**config.mk**
```make
export PLATFORM = sky130hd
export DESIGN_NAME = lsa_unit
export DESIGN_NICKNAME = d
export VERILOG_FILES = /design/src/core/lsa_pkg.sv /design/src/core/lsa_check.sv /design/src/core/lsa_unit.sv
export SDC_FILE = /design/constraint.sdc
export NUM_CORES = 1
export LEC_CHECK = 0
export BUFFER_PORTS_ARGS = -buffer_cell sky130_fd_sc_hd__clkbuf_2
export CAP_MARGIN = 5
export CORE_MARGIN = 3
export CORE_UTILIZATION = 52
export CTS_CLUSTER_SIZE = 16
export DETAILED_ROUTE_END_ITERATION = 10
export MAX_ROUTING_LAYER = met4
export PLACE_DENSITY_LB_ADDON = 0.25
export SYNTH_ARGS = -nofsm -noshare
export SYNTH_HDL_FRONTEND = slang
export SYNTH_HIERARCHICAL = 1
export SYNTH_SLANG_ARGS = --single-unit
```
**constraint.sdc**
```tcl
create_clock -name clk_sys -period 3.5 [get_ports clk_sys]
set_input_delay 0.7 -clock clk_sys [delete_from_list [all_inputs] [get_ports clk_sys]]
set_output_delay 0.7 -clock clk_sys [all_outputs]
set_load 0.05 [all_outputs]
```
**src/core/lsa_pkg.sv**
```systemverilog
// Function
// - register offset address is base plus shifted offset
// - byte, halfword, word sizes, signed or unsigned
// - reject illegal registers in register offset form
// - word load to pc branches, bit zero cleared
// - conditional pc load only last in block
// - these instructions never change condition flags
// - unprivileged offset zero to 255 added
// - unprivileged form always issues unprivileged access
// - unprivileged form rejects pc base, sp/pc transfer
// - zero-extend unsigned, sign-extend signed loads
// - pc-relative offset limits 4095 and 1020
// - two-word load rejects bad second destination
// - increment-after ascends from base, low register first
// - decrement-before descends below base, high register first
// - increment-after writeback is base plus 4(n-1)
// - decrement-before writeback is base minus 4n
// - multiple transfer rejects illegal base and lists
// - list non-empty, every register moved as word
// - alias forms decode to the right order
// - plain offset keeps base register unchanged
`default_nettype none

package lsa_pkg;

  // ----------------------------------------------------------------
  // constants
  // ----------------------------------------------------------------
  localparam logic [3:0] LSA_REG_SP = 4'hD;
  localparam logic [3:0] LSA_REG_LR = 4'hE;
  localparam logic [3:0] LSA_REG_PC = 4'hF;
  localparam logic [1:0] LSA_SHIFT_MAX = 2'h3;
  localparam logic [7:0] LSA_UNPRIV_OFS_MAX = 8'hFF;
  localparam logic [12:0] LSA_PCREL_SINGLE_MAX = 13'h0FFF;
  localparam logic [12:0] LSA_PCREL_DUAL_MAX = 13'h03FC;
  localparam logic [31:0] LSA_WORD_STEP = 32'h0000_0004;
  localparam logic [31:0] LSA_PC_BIT0_CLEAR = 32'hFFFF_FFFE;

  // ----------------------------------------------------------------
  // types
  // ----------------------------------------------------------------
  typedef enum logic [2:0] {
    LSA_OP_REG_OFS,
    LSA_OP_UNPRIV,
    LSA_OP_PCREL,
    LSA_OP_PCREL_DUAL,
    LSA_OP_MULTI
  } lsa_form_t;

  typedef enum logic [1:0] {
    LSA_SZ_BYTE,
    LSA_SZ_HALF,
    LSA_SZ_WORD
  } lsa_size_t;

  typedef enum logic [2:0] {
    LSA_AM_INC_AFTER,
    LSA_AM_DEC_BEFORE,
    LSA_AM_FD_POP,
    LSA_AM_EA_PUSH,
    LSA_AM_EA_POP,
    LSA_AM_FD_PUSH
  } lsa_amode_t;

  typedef struct packed {
    lsa_form_t form;
    logic is_load;
    lsa_size_t size;
    logic signed_ld;
    logic [3:0] base_reg;
    logic [3:0] offset_reg;
    logic [3:0] transfer_reg;
    logic [3:0] second_transfer_reg;
    logic [1:0] shift;
    logic [7:0] unpriv_ofs;
    logic [12:0] pcrel_ofs;
    logic pcrel_neg;
    lsa_amode_t amode;
    logic writeback;
    logic [15:0] reg_list;
    logic cond;
    logic last_in_block;
    logic privileged;
  } lsa_instr_t;

  typedef struct packed {
    logic valid;
    logic [31:0] addr;
    logic write;
    lsa_size_t size;
    logic unpriv;
    logic [31:0] wdata;
  } lsa_mem_req_t;

  typedef struct packed {
    logic valid;
    logic [3:0] reg_idx;
    logic [31:0] value;
  } lsa_reg_wr_t;

endpackage : lsa_pkg

`default_nettype wire

```
**src/core/lsa_check.sv**
```systemverilog
`default_nettype none

// operand legality, purely combinational
module lsa_check (
  input wire lsa_pkg::lsa_instr_t instr,
  output logic illegal
);

  function automatic logic is_sp_or_pc(input logic [3:0] r);
    return (r == lsa_pkg::LSA_REG_SP) || (r == lsa_pkg::LSA_REG_PC);
  endfunction : is_sp_or_pc

  logic pc_tr;
  logic word_ld;

  always_comb begin
    illegal = 1'b0;
    pc_tr = instr.transfer_reg == lsa_pkg::LSA_REG_PC;
    word_ld = instr.is_load && instr.size == lsa_pkg::LSA_SZ_WORD;
    case (instr.form)
      lsa_pkg::LSA_OP_REG_OFS: begin
        illegal = (instr.base_reg == lsa_pkg::LSA_REG_PC) || is_sp_or_pc(instr.offset_reg) ||
                  (instr.transfer_reg == lsa_pkg::LSA_REG_SP &&
                   instr.size != lsa_pkg::LSA_SZ_WORD) ||
                  (pc_tr && !word_ld);
        if (instr.signed_ld && !instr.is_load) begin
          illegal = 1'b1;
        end
      end
      lsa_pkg::LSA_OP_UNPRIV: begin
        illegal = (instr.base_reg == lsa_pkg::LSA_REG_PC) ||
                  is_sp_or_pc(instr.transfer_reg) ||
                  (instr.signed_ld && !instr.is_load);
      end
      lsa_pkg::LSA_OP_PCREL: begin
        illegal = !instr.is_load || (instr.pcrel_ofs > lsa_pkg::LSA_PCREL_SINGLE_MAX) ||
                  (is_sp_or_pc(instr.transfer_reg) && !word_ld);
      end
      lsa_pkg::LSA_OP_PCREL_DUAL: begin
        illegal = !instr.is_load || (instr.pcrel_ofs > lsa_pkg::LSA_PCREL_DUAL_MAX) ||
                  (instr.pcrel_ofs[1:0] != 2'h0) ||
                  is_sp_or_pc(instr.second_transfer_reg) ||
                  (instr.transfer_reg == instr.second_transfer_reg) ||
                  is_sp_or_pc(instr.transfer_reg);
      end
      lsa_pkg::LSA_OP_MULTI: begin
        illegal = (instr.base_reg == lsa_pkg::LSA_REG_PC) ||
                  instr.reg_list[lsa_pkg::LSA_REG_SP] ||
                  (!instr.is_load && instr.reg_list[lsa_pkg::LSA_REG_PC]) ||
                  (instr.is_load && instr.reg_list[lsa_pkg::LSA_REG_PC] &&
                   instr.reg_list[lsa_pkg::LSA_REG_LR]) ||
                  (instr.writeback && instr.reg_list[instr.base_reg]);
        if (instr.reg_list == 16'h0000) begin
          illegal = 1'b1;
        end
      end
      default: illegal = 1'b1;
    endcase
    // a pc load that is conditional must close its if-then block
    if (instr.is_load && instr.cond && !instr.last_in_block &&
        ((instr.form != lsa_pkg::LSA_OP_MULTI && pc_tr && word_ld) ||
         (instr.form == lsa_pkg::LSA_OP_MULTI && instr.reg_list[lsa_pkg::LSA_REG_PC]))) begin
      illegal = 1'b1;
    end
  end

endmodule : lsa_check

`default_nettype wire

```
**src/core/lsa_unit.sv**
```systemverilog
`default_nettype none

module lsa_unit (
  input wire logic clk_sys,
  input wire logic reset_n,
  input wire logic instr_valid,
  output logic instr_ready,
  input wire lsa_pkg::lsa_instr_t instr,
  input wire logic [31:0] base_val,
  input wire logic [31:0] offset_val,
  input wire logic [31:0] pc_val,
  output logic [3:0] rd_idx,
  input wire logic [31:0] rd_val,
  output lsa_pkg::lsa_mem_req_t mem_req,
  input wire logic mem_ready,
  input wire logic mem_rvalid,
  input wire logic [31:0] mem_rdata,
  output lsa_pkg::lsa_reg_wr_t reg_wr,
  output logic branch_valid,
  output logic [31:0] branch_target,
  output logic flags_we,
  output logic unpredictable,
  output logic done
);

  // ----------------------------------------------------------------
  // state
  // ----------------------------------------------------------------
  typedef enum logic [1:0] {
    LSA_ST_IDLE,
    LSA_ST_REQ,
    LSA_ST_WAIT,
    LSA_ST_WB
  } lsa_state_t;

  typedef struct packed {
    lsa_state_t st;
    lsa_pkg::lsa_instr_t ins;
    logic [31:0] addr;
    logic [31:0] base;
    logic [15:0] left;
    logic [3:0] cur;
    logic [4:0] count;
    logic second;
    lsa_pkg::lsa_mem_req_t req;
    lsa_pkg::lsa_reg_wr_t wr;
    logic br_v;
    logic [31:0] br_t;
    logic unpred;
    logic done;
  } lsa_state_all_t;

  lsa_state_all_t s_q;
  lsa_state_all_t s_d;
  logic illegal;

  lsa_check u_check (
    .instr(instr),
    .illegal(illegal)
  );

  // ----------------------------------------------------------------
  // helpers
  // ----------------------------------------------------------------
  function automatic logic [4:0] pop_count(input logic [15:0] l);
    logic [4:0] n;
    n = 5'h00;
    for (int i = 0; i < 16; i++) begin
      n = n + {4'h0, l[i]};
    end
    return n;
  endfunction : pop_count

  function automatic logic [3:0] low_reg(input logic [15:0] l);
    logic [3:0] r;
    r = 4'h0;
    for (int i = 15; i >= 0; i--) begin
      if (l[i]) begin
        r = i[3:0];
      end
    end
    return r;
  endfunction : low_reg

  function automatic logic [3:0] high_reg(input logic [15:0] l);
    logic [3:0] r;
    r = 4'h0;
    for (int i = 0; i < 16; i++) begin
      if (l[i]) begin
        r = i[3:0];
      end
    end
    return r;
  endfunction : high_reg

  function automatic logic is_dec(input lsa_pkg::lsa_amode_t m);
    return (m == lsa_pkg::LSA_AM_DEC_BEFORE) || (m == lsa_pkg::LSA_AM_EA_POP) ||
           (m == lsa_pkg::LSA_AM_FD_PUSH);
  endfunction : is_dec

  function automatic logic [31:0] extend(input logic [31:0] v, input lsa_pkg::lsa_size_t sz,
                                         input logic sgn);
    logic [31:0] r;
    case (sz)
      lsa_pkg::LSA_SZ_BYTE: r = sgn ? {{24{v[7]}}, v[7:0]} : {24'h000000, v[7:0]};
      lsa_pkg::LSA_SZ_HALF: r = sgn ? {{16{v[15]}}, v[15:0]} : {16'h0000, v[15:0]};
      default: r = v;
    endcase
    return r;
  endfunction : extend

  // ----------------------------------------------------------------
  // next state
  // ----------------------------------------------------------------
  logic [31:0] pc_base;
  logic [31:0] pc_ofs;
  logic [31:0] n4;
  logic [3:0] nxt;
  logic [15:0] rem;
  logic [31:0] ld_val;

  always_comb begin
    s_d = s_q;
    s_d.wr.valid = 1'b0;
    s_d.br_v = 1'b0;
    s_d.done = 1'b0;
    pc_base = {pc_val[31:2], 2'h0};
    pc_ofs = {19'h00000, instr.pcrel_ofs};
    n4 = {25'h0000000, s_q.count, 2'h0};
    nxt = 4'h0;
    rem = s_q.left;
    ld_val = extend(mem_rdata, s_q.req.size, s_q.ins.signed_ld);
    rem[s_q.cur] = 1'b0;
    case (s_q.st)
      LSA_ST_IDLE: begin
        s_d.unpred = 1'b0;
        if (instr_valid) begin
          s_d.ins = instr;
          s_d.base = base_val;
          s_d.second = 1'b0;
          s_d.left = instr.reg_list;
          s_d.count = pop_count(instr.reg_list);
          s_d.req = '0;
          s_d.req.size = instr.size;
          s_d.req.write = !instr.is_load;
          if (illegal) begin
            s_d.unpred = 1'b1;
            s_d.done = 1'b1;
          end else begin
            s_d.st = LSA_ST_REQ;
            s_d.req.valid = 1'b1;
            case (instr.form)
              lsa_pkg::LSA_OP_REG_OFS: begin
                s_d.addr = base_val + (offset_val << instr.shift);
                s_d.cur = instr.transfer_reg;
              end
              lsa_pkg::LSA_OP_UNPRIV: begin
                s_d.addr = base_val + {24'h000000, instr.unpriv_ofs};
                s_d.req.unpriv = 1'b1;
                s_d.cur = instr.transfer_reg;
              end
              lsa_pkg::LSA_OP_MULTI: begin
                s_d.req.size = lsa_pkg::LSA_SZ_WORD;
                if (is_dec(instr.amode)) begin
                  s_d.cur = high_reg(instr.reg_list);
                  s_d.addr = base_val - lsa_pkg::LSA_WORD_STEP;
                end else begin
                  s_d.cur = low_reg(instr.reg_list);
                  s_d.addr = base_val;
                end
              end
              default: begin
                s_d.cur = instr.transfer_reg;
                if (instr.form == lsa_pkg::LSA_OP_PCREL_DUAL) begin
                  s_d.req.size = lsa_pkg::LSA_SZ_WORD;
                end
                s_d.addr = instr.pcrel_neg ? pc_base - pc_ofs : pc_base + pc_ofs;
              end
            endcase
          end
        end
      end
      LSA_ST_REQ: begin
        if (mem_ready) begin
          s_d.req.valid = 1'b0;
          s_d.st = s_q.ins.is_load ? LSA_ST_WAIT : LSA_ST_WB;
        end
      end
      LSA_ST_WAIT: begin
        if (mem_rvalid) begin
          s_d.st = LSA_ST_WB;
          s_d.wr.valid = 1'b1;
          s_d.wr.reg_idx = s_q.cur;
          s_d.wr.value = ld_val;
          if (s_q.cur == lsa_pkg::LSA_REG_PC) begin
            s_d.wr.valid = 1'b0;
            s_d.br_v = 1'b1;
            s_d.br_t = mem_rdata & lsa_pkg::LSA_PC_BIT0_CLEAR;
          end
        end
      end
      LSA_ST_WB: begin
        s_d.st = LSA_ST_IDLE;
        if (s_q.ins.form == lsa_pkg::LSA_OP_MULTI && rem != 16'h0000) begin
          s_d.st = LSA_ST_REQ;
          s_d.left = rem;
          s_d.req.valid = 1'b1;
          if (is_dec(s_q.ins.amode)) begin
            nxt = high_reg(rem);
            s_d.addr = s_q.addr - lsa_pkg::LSA_WORD_STEP;
          end else begin
            nxt = low_reg(rem);
            s_d.addr = s_q.addr + lsa_pkg::LSA_WORD_STEP;
          end
          s_d.cur = nxt;
        end else if (s_q.ins.form == lsa_pkg::LSA_OP_PCREL_DUAL && !s_q.second) begin
          s_d.st = LSA_ST_REQ;
          s_d.second = 1'b1;
          s_d.req.valid = 1'b1;
          s_d.cur = s_q.ins.second_transfer_reg;
          s_d.addr = s_q.addr + lsa_pkg::LSA_WORD_STEP;
        end else begin
          s_d.done = 1'b1;
          // offset forms never write the base back
          if (s_q.ins.form == lsa_pkg::LSA_OP_MULTI && s_q.ins.writeback) begin
            s_d.wr.valid = 1'b1;
            s_d.wr.reg_idx = s_q.ins.base_reg;
            if (is_dec(s_q.ins.amode)) begin
              s_d.wr.value = s_q.base - n4;
            end else begin
              s_d.wr.value = s_q.base + n4 - lsa_pkg::LSA_WORD_STEP;
            end
          end
        end
      end
      default: s_d.st = LSA_ST_IDLE;
    endcase
    if (s_d.req.valid && s_d.req.write) begin
      s_d.req.wdata = rd_val;
    end
    s_d.req.addr = s_d.addr;
  end

  always_ff @(posedge clk_sys or negedge reset_n) begin
    if (!reset_n) begin
      s_q <= '0;
    end else begin
      s_q <= s_d;
    end
  end

  // ----------------------------------------------------------------
  // outputs
  // ----------------------------------------------------------------
  // store data is read from the register file for the register about to issue
  assign rd_idx = (s_q.st == LSA_ST_IDLE && instr.form == lsa_pkg::LSA_OP_MULTI) ?
                  (is_dec(instr.amode) ? high_reg(instr.reg_list) : low_reg(instr.reg_list)) :
                  (s_q.st == LSA_ST_IDLE) ? instr.transfer_reg :
                  (s_q.st == LSA_ST_WB && s_q.ins.form == lsa_pkg::LSA_OP_MULTI) ?
                  (is_dec(s_q.ins.amode) ? high_reg(rem) : low_reg(rem)) : s_q.cur;
  assign instr_ready = s_q.st == LSA_ST_IDLE;
  assign mem_req = s_q.req;
  assign reg_wr = s_q.wr;
  assign branch_valid = s_q.br_v;
  assign branch_target = s_q.br_t;
  assign flags_we = 1'b0;
  assign unpredictable = s_q.unpred;
  assign done = s_q.done;

endmodule : lsa_unit

`default_nettype wire

```
## Word-level counts from Yosys, hierarchy flattened

Index checks and enable logic that the tools add are counted.

- Bits in registers: 270
- Input port bits: 235
- Output and inout bits: 147
- Word-level logic and storage cells: 304

- Add/sub/neg operators: 25
- Magnitude comparators: 5
- Equal/unequal tests: 38
- Shift-type cells: 1
- Multiplexer cells: 127
- Bitwise gates (word level): 2
- Reduce and logical (&&, ||, !) cells: 69

Operators by type and width:

| operator | number |
|---|---|
| 32-bit 2-to-1 mux | 10 |
| 4-bit 2-to-1 mux | 69 |
| 231-bit 2-to-1 mux | 1 |
| 32-bit one-hot mux with 2 select lines | 2 |
| 37-bit 2-to-1 mux | 3 |
| 32-bit one-hot mux with 3 select lines | 1 |
| 32-bit by 3-bit subtractor with 32-bit output (second input constant) | 3 |
| 37-bit one-hot mux with 2 select lines | 1 |
| 70-bit 2-to-1 mux | 1 |
| 33-bit 2-to-1 mux | 2 |
| 5-bit by 1-bit adder with 5-bit output | 11 |
| 20-bit one-hot mux with 2 select lines | 1 |
| 36-bit 2-to-1 mux | 1 |
| 32-bit by 13-bit adder with 32-bit output | 1 |
| 32-bit by 3-bit adder with 32-bit output (second input constant) | 1 |
| 32-bit adder | 1 |
| 32-bit by 7-bit adder with 32-bit output | 1 |
| 32-bit by 8-bit adder with 32-bit output | 1 |
| 4-bit == test (second input constant) | 8 |
| 32-bit by 2-bit << shifter with 32-bit output | 1 |
| 32-bit by 13-bit subtractor with 32-bit output | 1 |
| 32-bit by 7-bit subtractor with 32-bit output | 1 |
| 1-bit logical OR | 24 |
| 1-bit logical AND | 22 |
| 40 further kinds | 99 |

## Depth between registers and ports, before layout

- Word-level depth: 26
- Depth in mapped cells: 19
- Gate-level depth less buffers: 17

## By module

The synthesis kept the hierarchy.

Modules (own cells, without submodules):

| module | times used | cells each | area an instance (sq um) | seq. area each (sq um) |
|---|---|---|---|---|
| lsa_unit | 1 | 2584 | 20582.2 | 5430.2 |
| lsa_check | 1 | 60 | 439.2 | 0.0 |

## Worst setup path after synthesis

OpenSTA, ideal clock, no wires.

- Path kind: input to register
- Start point: in instr[45] (netlist name)
- End point: reg s_q, in the netlist mem_req[64]
- Library setup time: 0.090 ns
- Arrival: 4.303 ns
- Data required time: 3.410 ns
- Path slack: -0.893 ns
- Cell stages on the path: 15
- Buffers on the path: 2
- Cell sequence: clkbuf_1 buf_1 mux4_2 nor2b_1 ha_1 a21o_1 a211o_1 nor3_1 inv_1 o2111a_1 o2111ai_1 a21oi_1 a2111oi_0 a211oi_1 o221ai_1

- Cells in the longest elaborated chain, start to end: 6

RTL lines:

| item | RTL line | text |
|---|---|---|
| start, declared | lsa_unit.sv:8 | `input wire lsa_pkg::lsa_instr_t instr,` |
| 32-bit by 2-bit << shifter with 32-bit output | lsa_unit.sv:154 | `s_d.addr = base_val + (offset_val << instr.shift);` |
| 32-bit adder | lsa_unit.sv:154 |  |
| 32-bit one-hot mux with 3 select lines | lsa_unit.sv:152 | `case (instr.form)` |
| 32-bit 2-to-1 mux | lsa_unit.sv:146 | `if (illegal) begin` |
| 231-bit 2-to-1 mux | lsa_unit.sv:137 | `if (instr_valid) begin` |
| 32-bit one-hot mux with 2 select lines | lsa_unit.sv:134 | `case (s_q.st)` |
| end signal, assigned | lsa_unit.sv:246 | `s_q <= '0;` |
| end signal, assigned | lsa_unit.sv:248 | `s_q <= s_d;` |
| end, declared | lsa_unit.sv:53 | `lsa_state_all_t s_q;` |

Every way passes these cells. The select of a mux whose other input is x is not followed.
A chain may end at the register's enable or synchronous reset.

## Worst setup path after layout

- Start point: reg s_q[150] (netlist name)
- End point: out rd_idx[0]

- Cells in the longest elaborated chain, start to end: 26
- Elaborated cells on any way between the ends: 42
- Those cells by class: order compare: 2; mux: 37; bitwise: 2; reduce/logical: 1

RTL lines:

| item | RTL line | text |
|---|---|---|
| 4-bit by 5-bit < comparator with 1-bit output (not written as such) or 4-bit by 1-bit greater-or-equal comparator with 1-bit output (tied branches) | lsa_unit.sv:133 | `rem[s_q.cur] = 1'b0;` |
| 1-bit logical AND (not written as such) | lsa_unit.sv:133 |  |
| 1-bit 2-to-1 mux (not written as such) | lsa_unit.sv:133 |  |
| 1-bit demux with 4-bit select (*) | lsa_unit.sv:133 |  |
| 16-bit inverter (no line) (*) | n/a |  |
| 16-bit bitwise AND (no line) (*) | n/a |  |
| 4-bit 2-to-1 mux | lsa_unit.sv:78 | `if (l[i]) begin` |
| 4-bit 2-to-1 mux (15 in series) | n/a |  |
| 4-bit 2-to-1 mux (*) | n/a |  |
| 4-bit 2-to-1 mux (*) | lsa_unit.sv:259 | `(s_q.st == LSA_ST_WB && s_q.ins.form == lsa_pkg::LSA_OP_MULTI) ?` |
| 4-bit 2-to-1 mux (*) | lsa_unit.sv:258 | `(s_q.st == LSA_ST_IDLE) ? instr.transfer_reg :` |
| 4-bit 2-to-1 mux (*) | lsa_unit.sv:256 | `assign rd_idx = (s_q.st == LSA_ST_IDLE && instr.form == lsa_pkg::LSA_OP_MULTI) ?` |
| end, declared | lsa_unit.sv:12 | `output logic [3:0] rd_idx,` |

Mark *: on every way between the ends. The rest lies on a longest branch, timed or not.

==> results.py <==
metrics = {
    "run_status": {
        "status": "finished with violations",
        "violations": "negative setup slack",
    },
    "cts": {
        "clock_path_buffers": 3,
        "htree_levels": 1,
        "numCtsBuffers": 24,
        "clkTransAtPathRegs_ps": 60,
        "cts_tree": "done",
        "cts_root_buffer": "clkbuf_16",
        "cts.sinks": 217,
        "clk_latency_ps": 550,
    },
    "place": {
        "gp_congestion": 0.9862,
        "dpl_cell_area_mm2": 0.02504,
        "io_buffers": 375,
        "dp_hpwl_um": 63950,
    },
    "power_and_ir_drop": {
        "leakage_uw": 0.01261,
        "ir_drop_mv": 0.4734,
        "power.density_mw_per_mm2": 875.6,
    },
    "grt": {
        "met2_usage_pct": 57.43,
        "use_met1_pct": 47.52,
        "antenna_found_initial": 0,
        "track_usage_pct": 36.08,
        "grt_max_degree": 93,
        "grt_pass1_vias": 21030,
        "grt.met3_usage_pct": 3.514,
        "grt_pass1_wl_um": 121100,
        "overflow": 0,
        "busiest_layer": "met2",
    },
    "sta": {
        "slew_headroom_pct": 32.49,
        "fin_ws_ps": -260.6,
        "post-route-period-util_pct": 107.4,
        "skew_ps": 19.93,
        "fmaxAchievable_mhz": 265.9,
        "setup_viol": 6,
        "min_period_ps": 3761,
        "slew_violations": 0,
        "timing_worst_slew_pin_value_ps": 1012,
        "tns_ps": -673.9,
        "rsz0062_at_grt": "yes",
        "hold_viol": 0,
    },
    "critical_path": {
        "crit_buf_inv": 1,
        "critical-path-top-delay-family": "compound AO/OA/AOI/OAI gates",
        "worstSetupPathType": "flip-flop to primary output",
        "crit_fanout": 3,
        "end_kind": "primary output",
        "crit_chain": "or3b_4 > a21boi_2 > o221ai_2 > a21boi_2 > o21ai_1 > a311oi_2 > o21ai_1 > a21oi_1 > o21ai_2 > a22oi_2 > buf_12",
        "crit_path_max_incr_delay_ps": 450,
        "critical_path.slowest_cell": "dfrtp_2",
        "worst_setup_path_start_kind": "flip-flop",
        "worst_ep_required_time_ps": 2800,
        "arrival_ps": 3060,
    },
    "detailed_routing": {
        "wl_per_cell_um": 21.33,
        "drc": 0,
        "via_per_inst": 5.964,
        "drtIter0Drc": 2004,
        "num_vias": 22310,
        "ant_nets": 0,
        "wl_um": 79790,
        "drtPass1Iterations": 6,
    },
    "yosys": {
        "synth_top_flop_cell": "dfrtp_1",
        "netlist_area_mm2": 0.02102,
        "async_flop_share_pct": 100.0,
        "syn_area_per_cell_um2": 7.951,
        "synth_edf_count": 0,
        "yosys_warnings": 6,
        "ys_ff_latch": 217,
        "yosysSeqAreaShare_pct": 25.83,
        "synth_cells": 2644,
        "yosysUniqueCellTypes": 97,
    },
    "floorplanning": {
        "die_w_um": 207.1,
        "ios": 382,
        "rows": 73,
        "initial_core_util_pct": 52.79,
        "fp.dieArea_mm2": 0.04287,
        "die_h_um": 207.1,
        "coreArea_mm2": 0.03982,
    },
    "final_layout": {
        "diodes": 0,
        "design_area_mm2": 0.02698,
        "nNetsFinal": 3577,
        "drive_gt1_share_pct": 33.15,
        "area_growth_pct": 28.34,
    },
    "min_path": {
        "hold_path.class": "input pin to async pin",
    },
    "run": {
        "drv_cap": 0,
    },
}
==> Yosys cell counts (21+ instances only) <==
cell type	n	area, um2
clkbuf_1	100	375.4
nor3_1	71	355.3
nand3_1	46	230.2
nor4_1	25	156.4
inv_1	157	589.3
mux4_2	25	563.0
a22oi_1	27	202.7
nand2_1	313	1175
buf_4	139	1044
or3_1	21	131.4
a21oi_1	186	930.9
nand2b_1	27	168.9
xor2_1	36	315.3
nor2_1	187	701.9
and3_1	24	150.1
a31oi_1	27	168.9
xnor2_1	96	840.8
nand4_1	21	131.4
ha_1	129	1614
dfrtp_1	217	5430
nor2b_1	56	350.3
mux2_2	48	540.5
o21ai_0	234	1171
a211oi_1	27	202.7
a21o_1	39	292.8
==> layout make-up <==
type / count / area, um2
clock inverters: 15 / 152.6
multi-input cells: 2008 / 14240
clock buffers: 28 / 656.9
flip-flops and latches: 217 / 5436
well taps: 525 / 656.9
inverters: 158 / 593.1
fillers: 3350 / 12840
repair buffers: 790 / 5246
==> path summary, 6_finish.rpt <==
kind                       startpoint                 to  slack, ps  cells past startpoint
hold / removal                reset_n  branch_target[18]        150                      1
max in group asynchronous     reset_n           s_q[148]       2320                      2
hold reg to reg              s_q[292]           s_q[292]        480                      2
min in group clk_sys        rd_val[2]         mem_req[2]        360                      3
setup / recovery             s_q[150]          rd_idx[0]       -260                     11
setup reg to reg             s_q[147]        mem_req[50]        -10                     12
==> registers in the layout, indices dropped and copies added (netlist names) <==
register / flops
branch_target: 31
branch_valid: 1
done: 1
mem_req: 69
n4: 5
reg_wr: 37
s_q: 72
unpredictable: 1
==> layout by cell type (no fill, tap or decap), drive strengths merged, types with 28 or more instances in the layout <==
master,n
buf,425
clkbuf,393
nand2,314
o21ai,246
dfrtp,217
nor2,188
a21oi,187
inv,159
ha,129
xnor2,96
nor3,73
nor2b,56
mux2,56
nand3,46
a21o,39
xor2,36
a22oi,28
==> where the power goes <==
group	internal [uW]	switching [uW]
clock	1500	1130
sequential	3540	1130
combinational	6390	9920
total	11400	12200
==> metrics by stage <==
step	total power (uW)	setup WS [ps]	utilization, %	hold slack (ps)	cells
after floorplan	14860	-269.4	-	404.4	2645
after global placement	19110	-628.6	62.87	459.3	3655
after detailed placement	19350	-717.1	62.87	463.4	3655
after CTS	22650	-202.2	66.04	194.6	3713
after global routing	25090	-322.4	67.75	221.8	3741
final	23620	-260.6	67.75	152.2	3741
==> timing repair <==
| item | CTS | global route |
|---|---|---|
| hold buffers | 0 | 0 |
| setup buffers | 16 | 32 |
| setup endpoints to repair | 24 | 37 |
| gates resized for setup | 90 | 107 |
| pin swaps | 40 | 75 |
==> cell families (layout without fill, tap and decap cells) <==
logic type	Yosys count	in the layout	synth area share (%)
adder cells (fa/ha/maj)	143	143	9.011
buffers and inverters	420	991	10.14
other	1	2	0.01784
multiplexers	102	102	6.767
flip-flops	217	217	25.83
AND/OR/NAND/NOR	857	857	19.48
XOR/XNOR	132	132	5.500
AO/OA/AOI/OAI	772	772	23.25
==> layer usage <==
metal | vias to the layer above | share of wire, % | wire length [um]
li1 | 10440 | - | -
met1 | 10650 | 42 | 33480
met2 | 1060 | 46 | 36840
met3 | 160 | 7.0 | 5548
met4 | 0 | 4.9 | 3916
met5 | - | 0 | 0
Power figures use the tool's default switching activity.
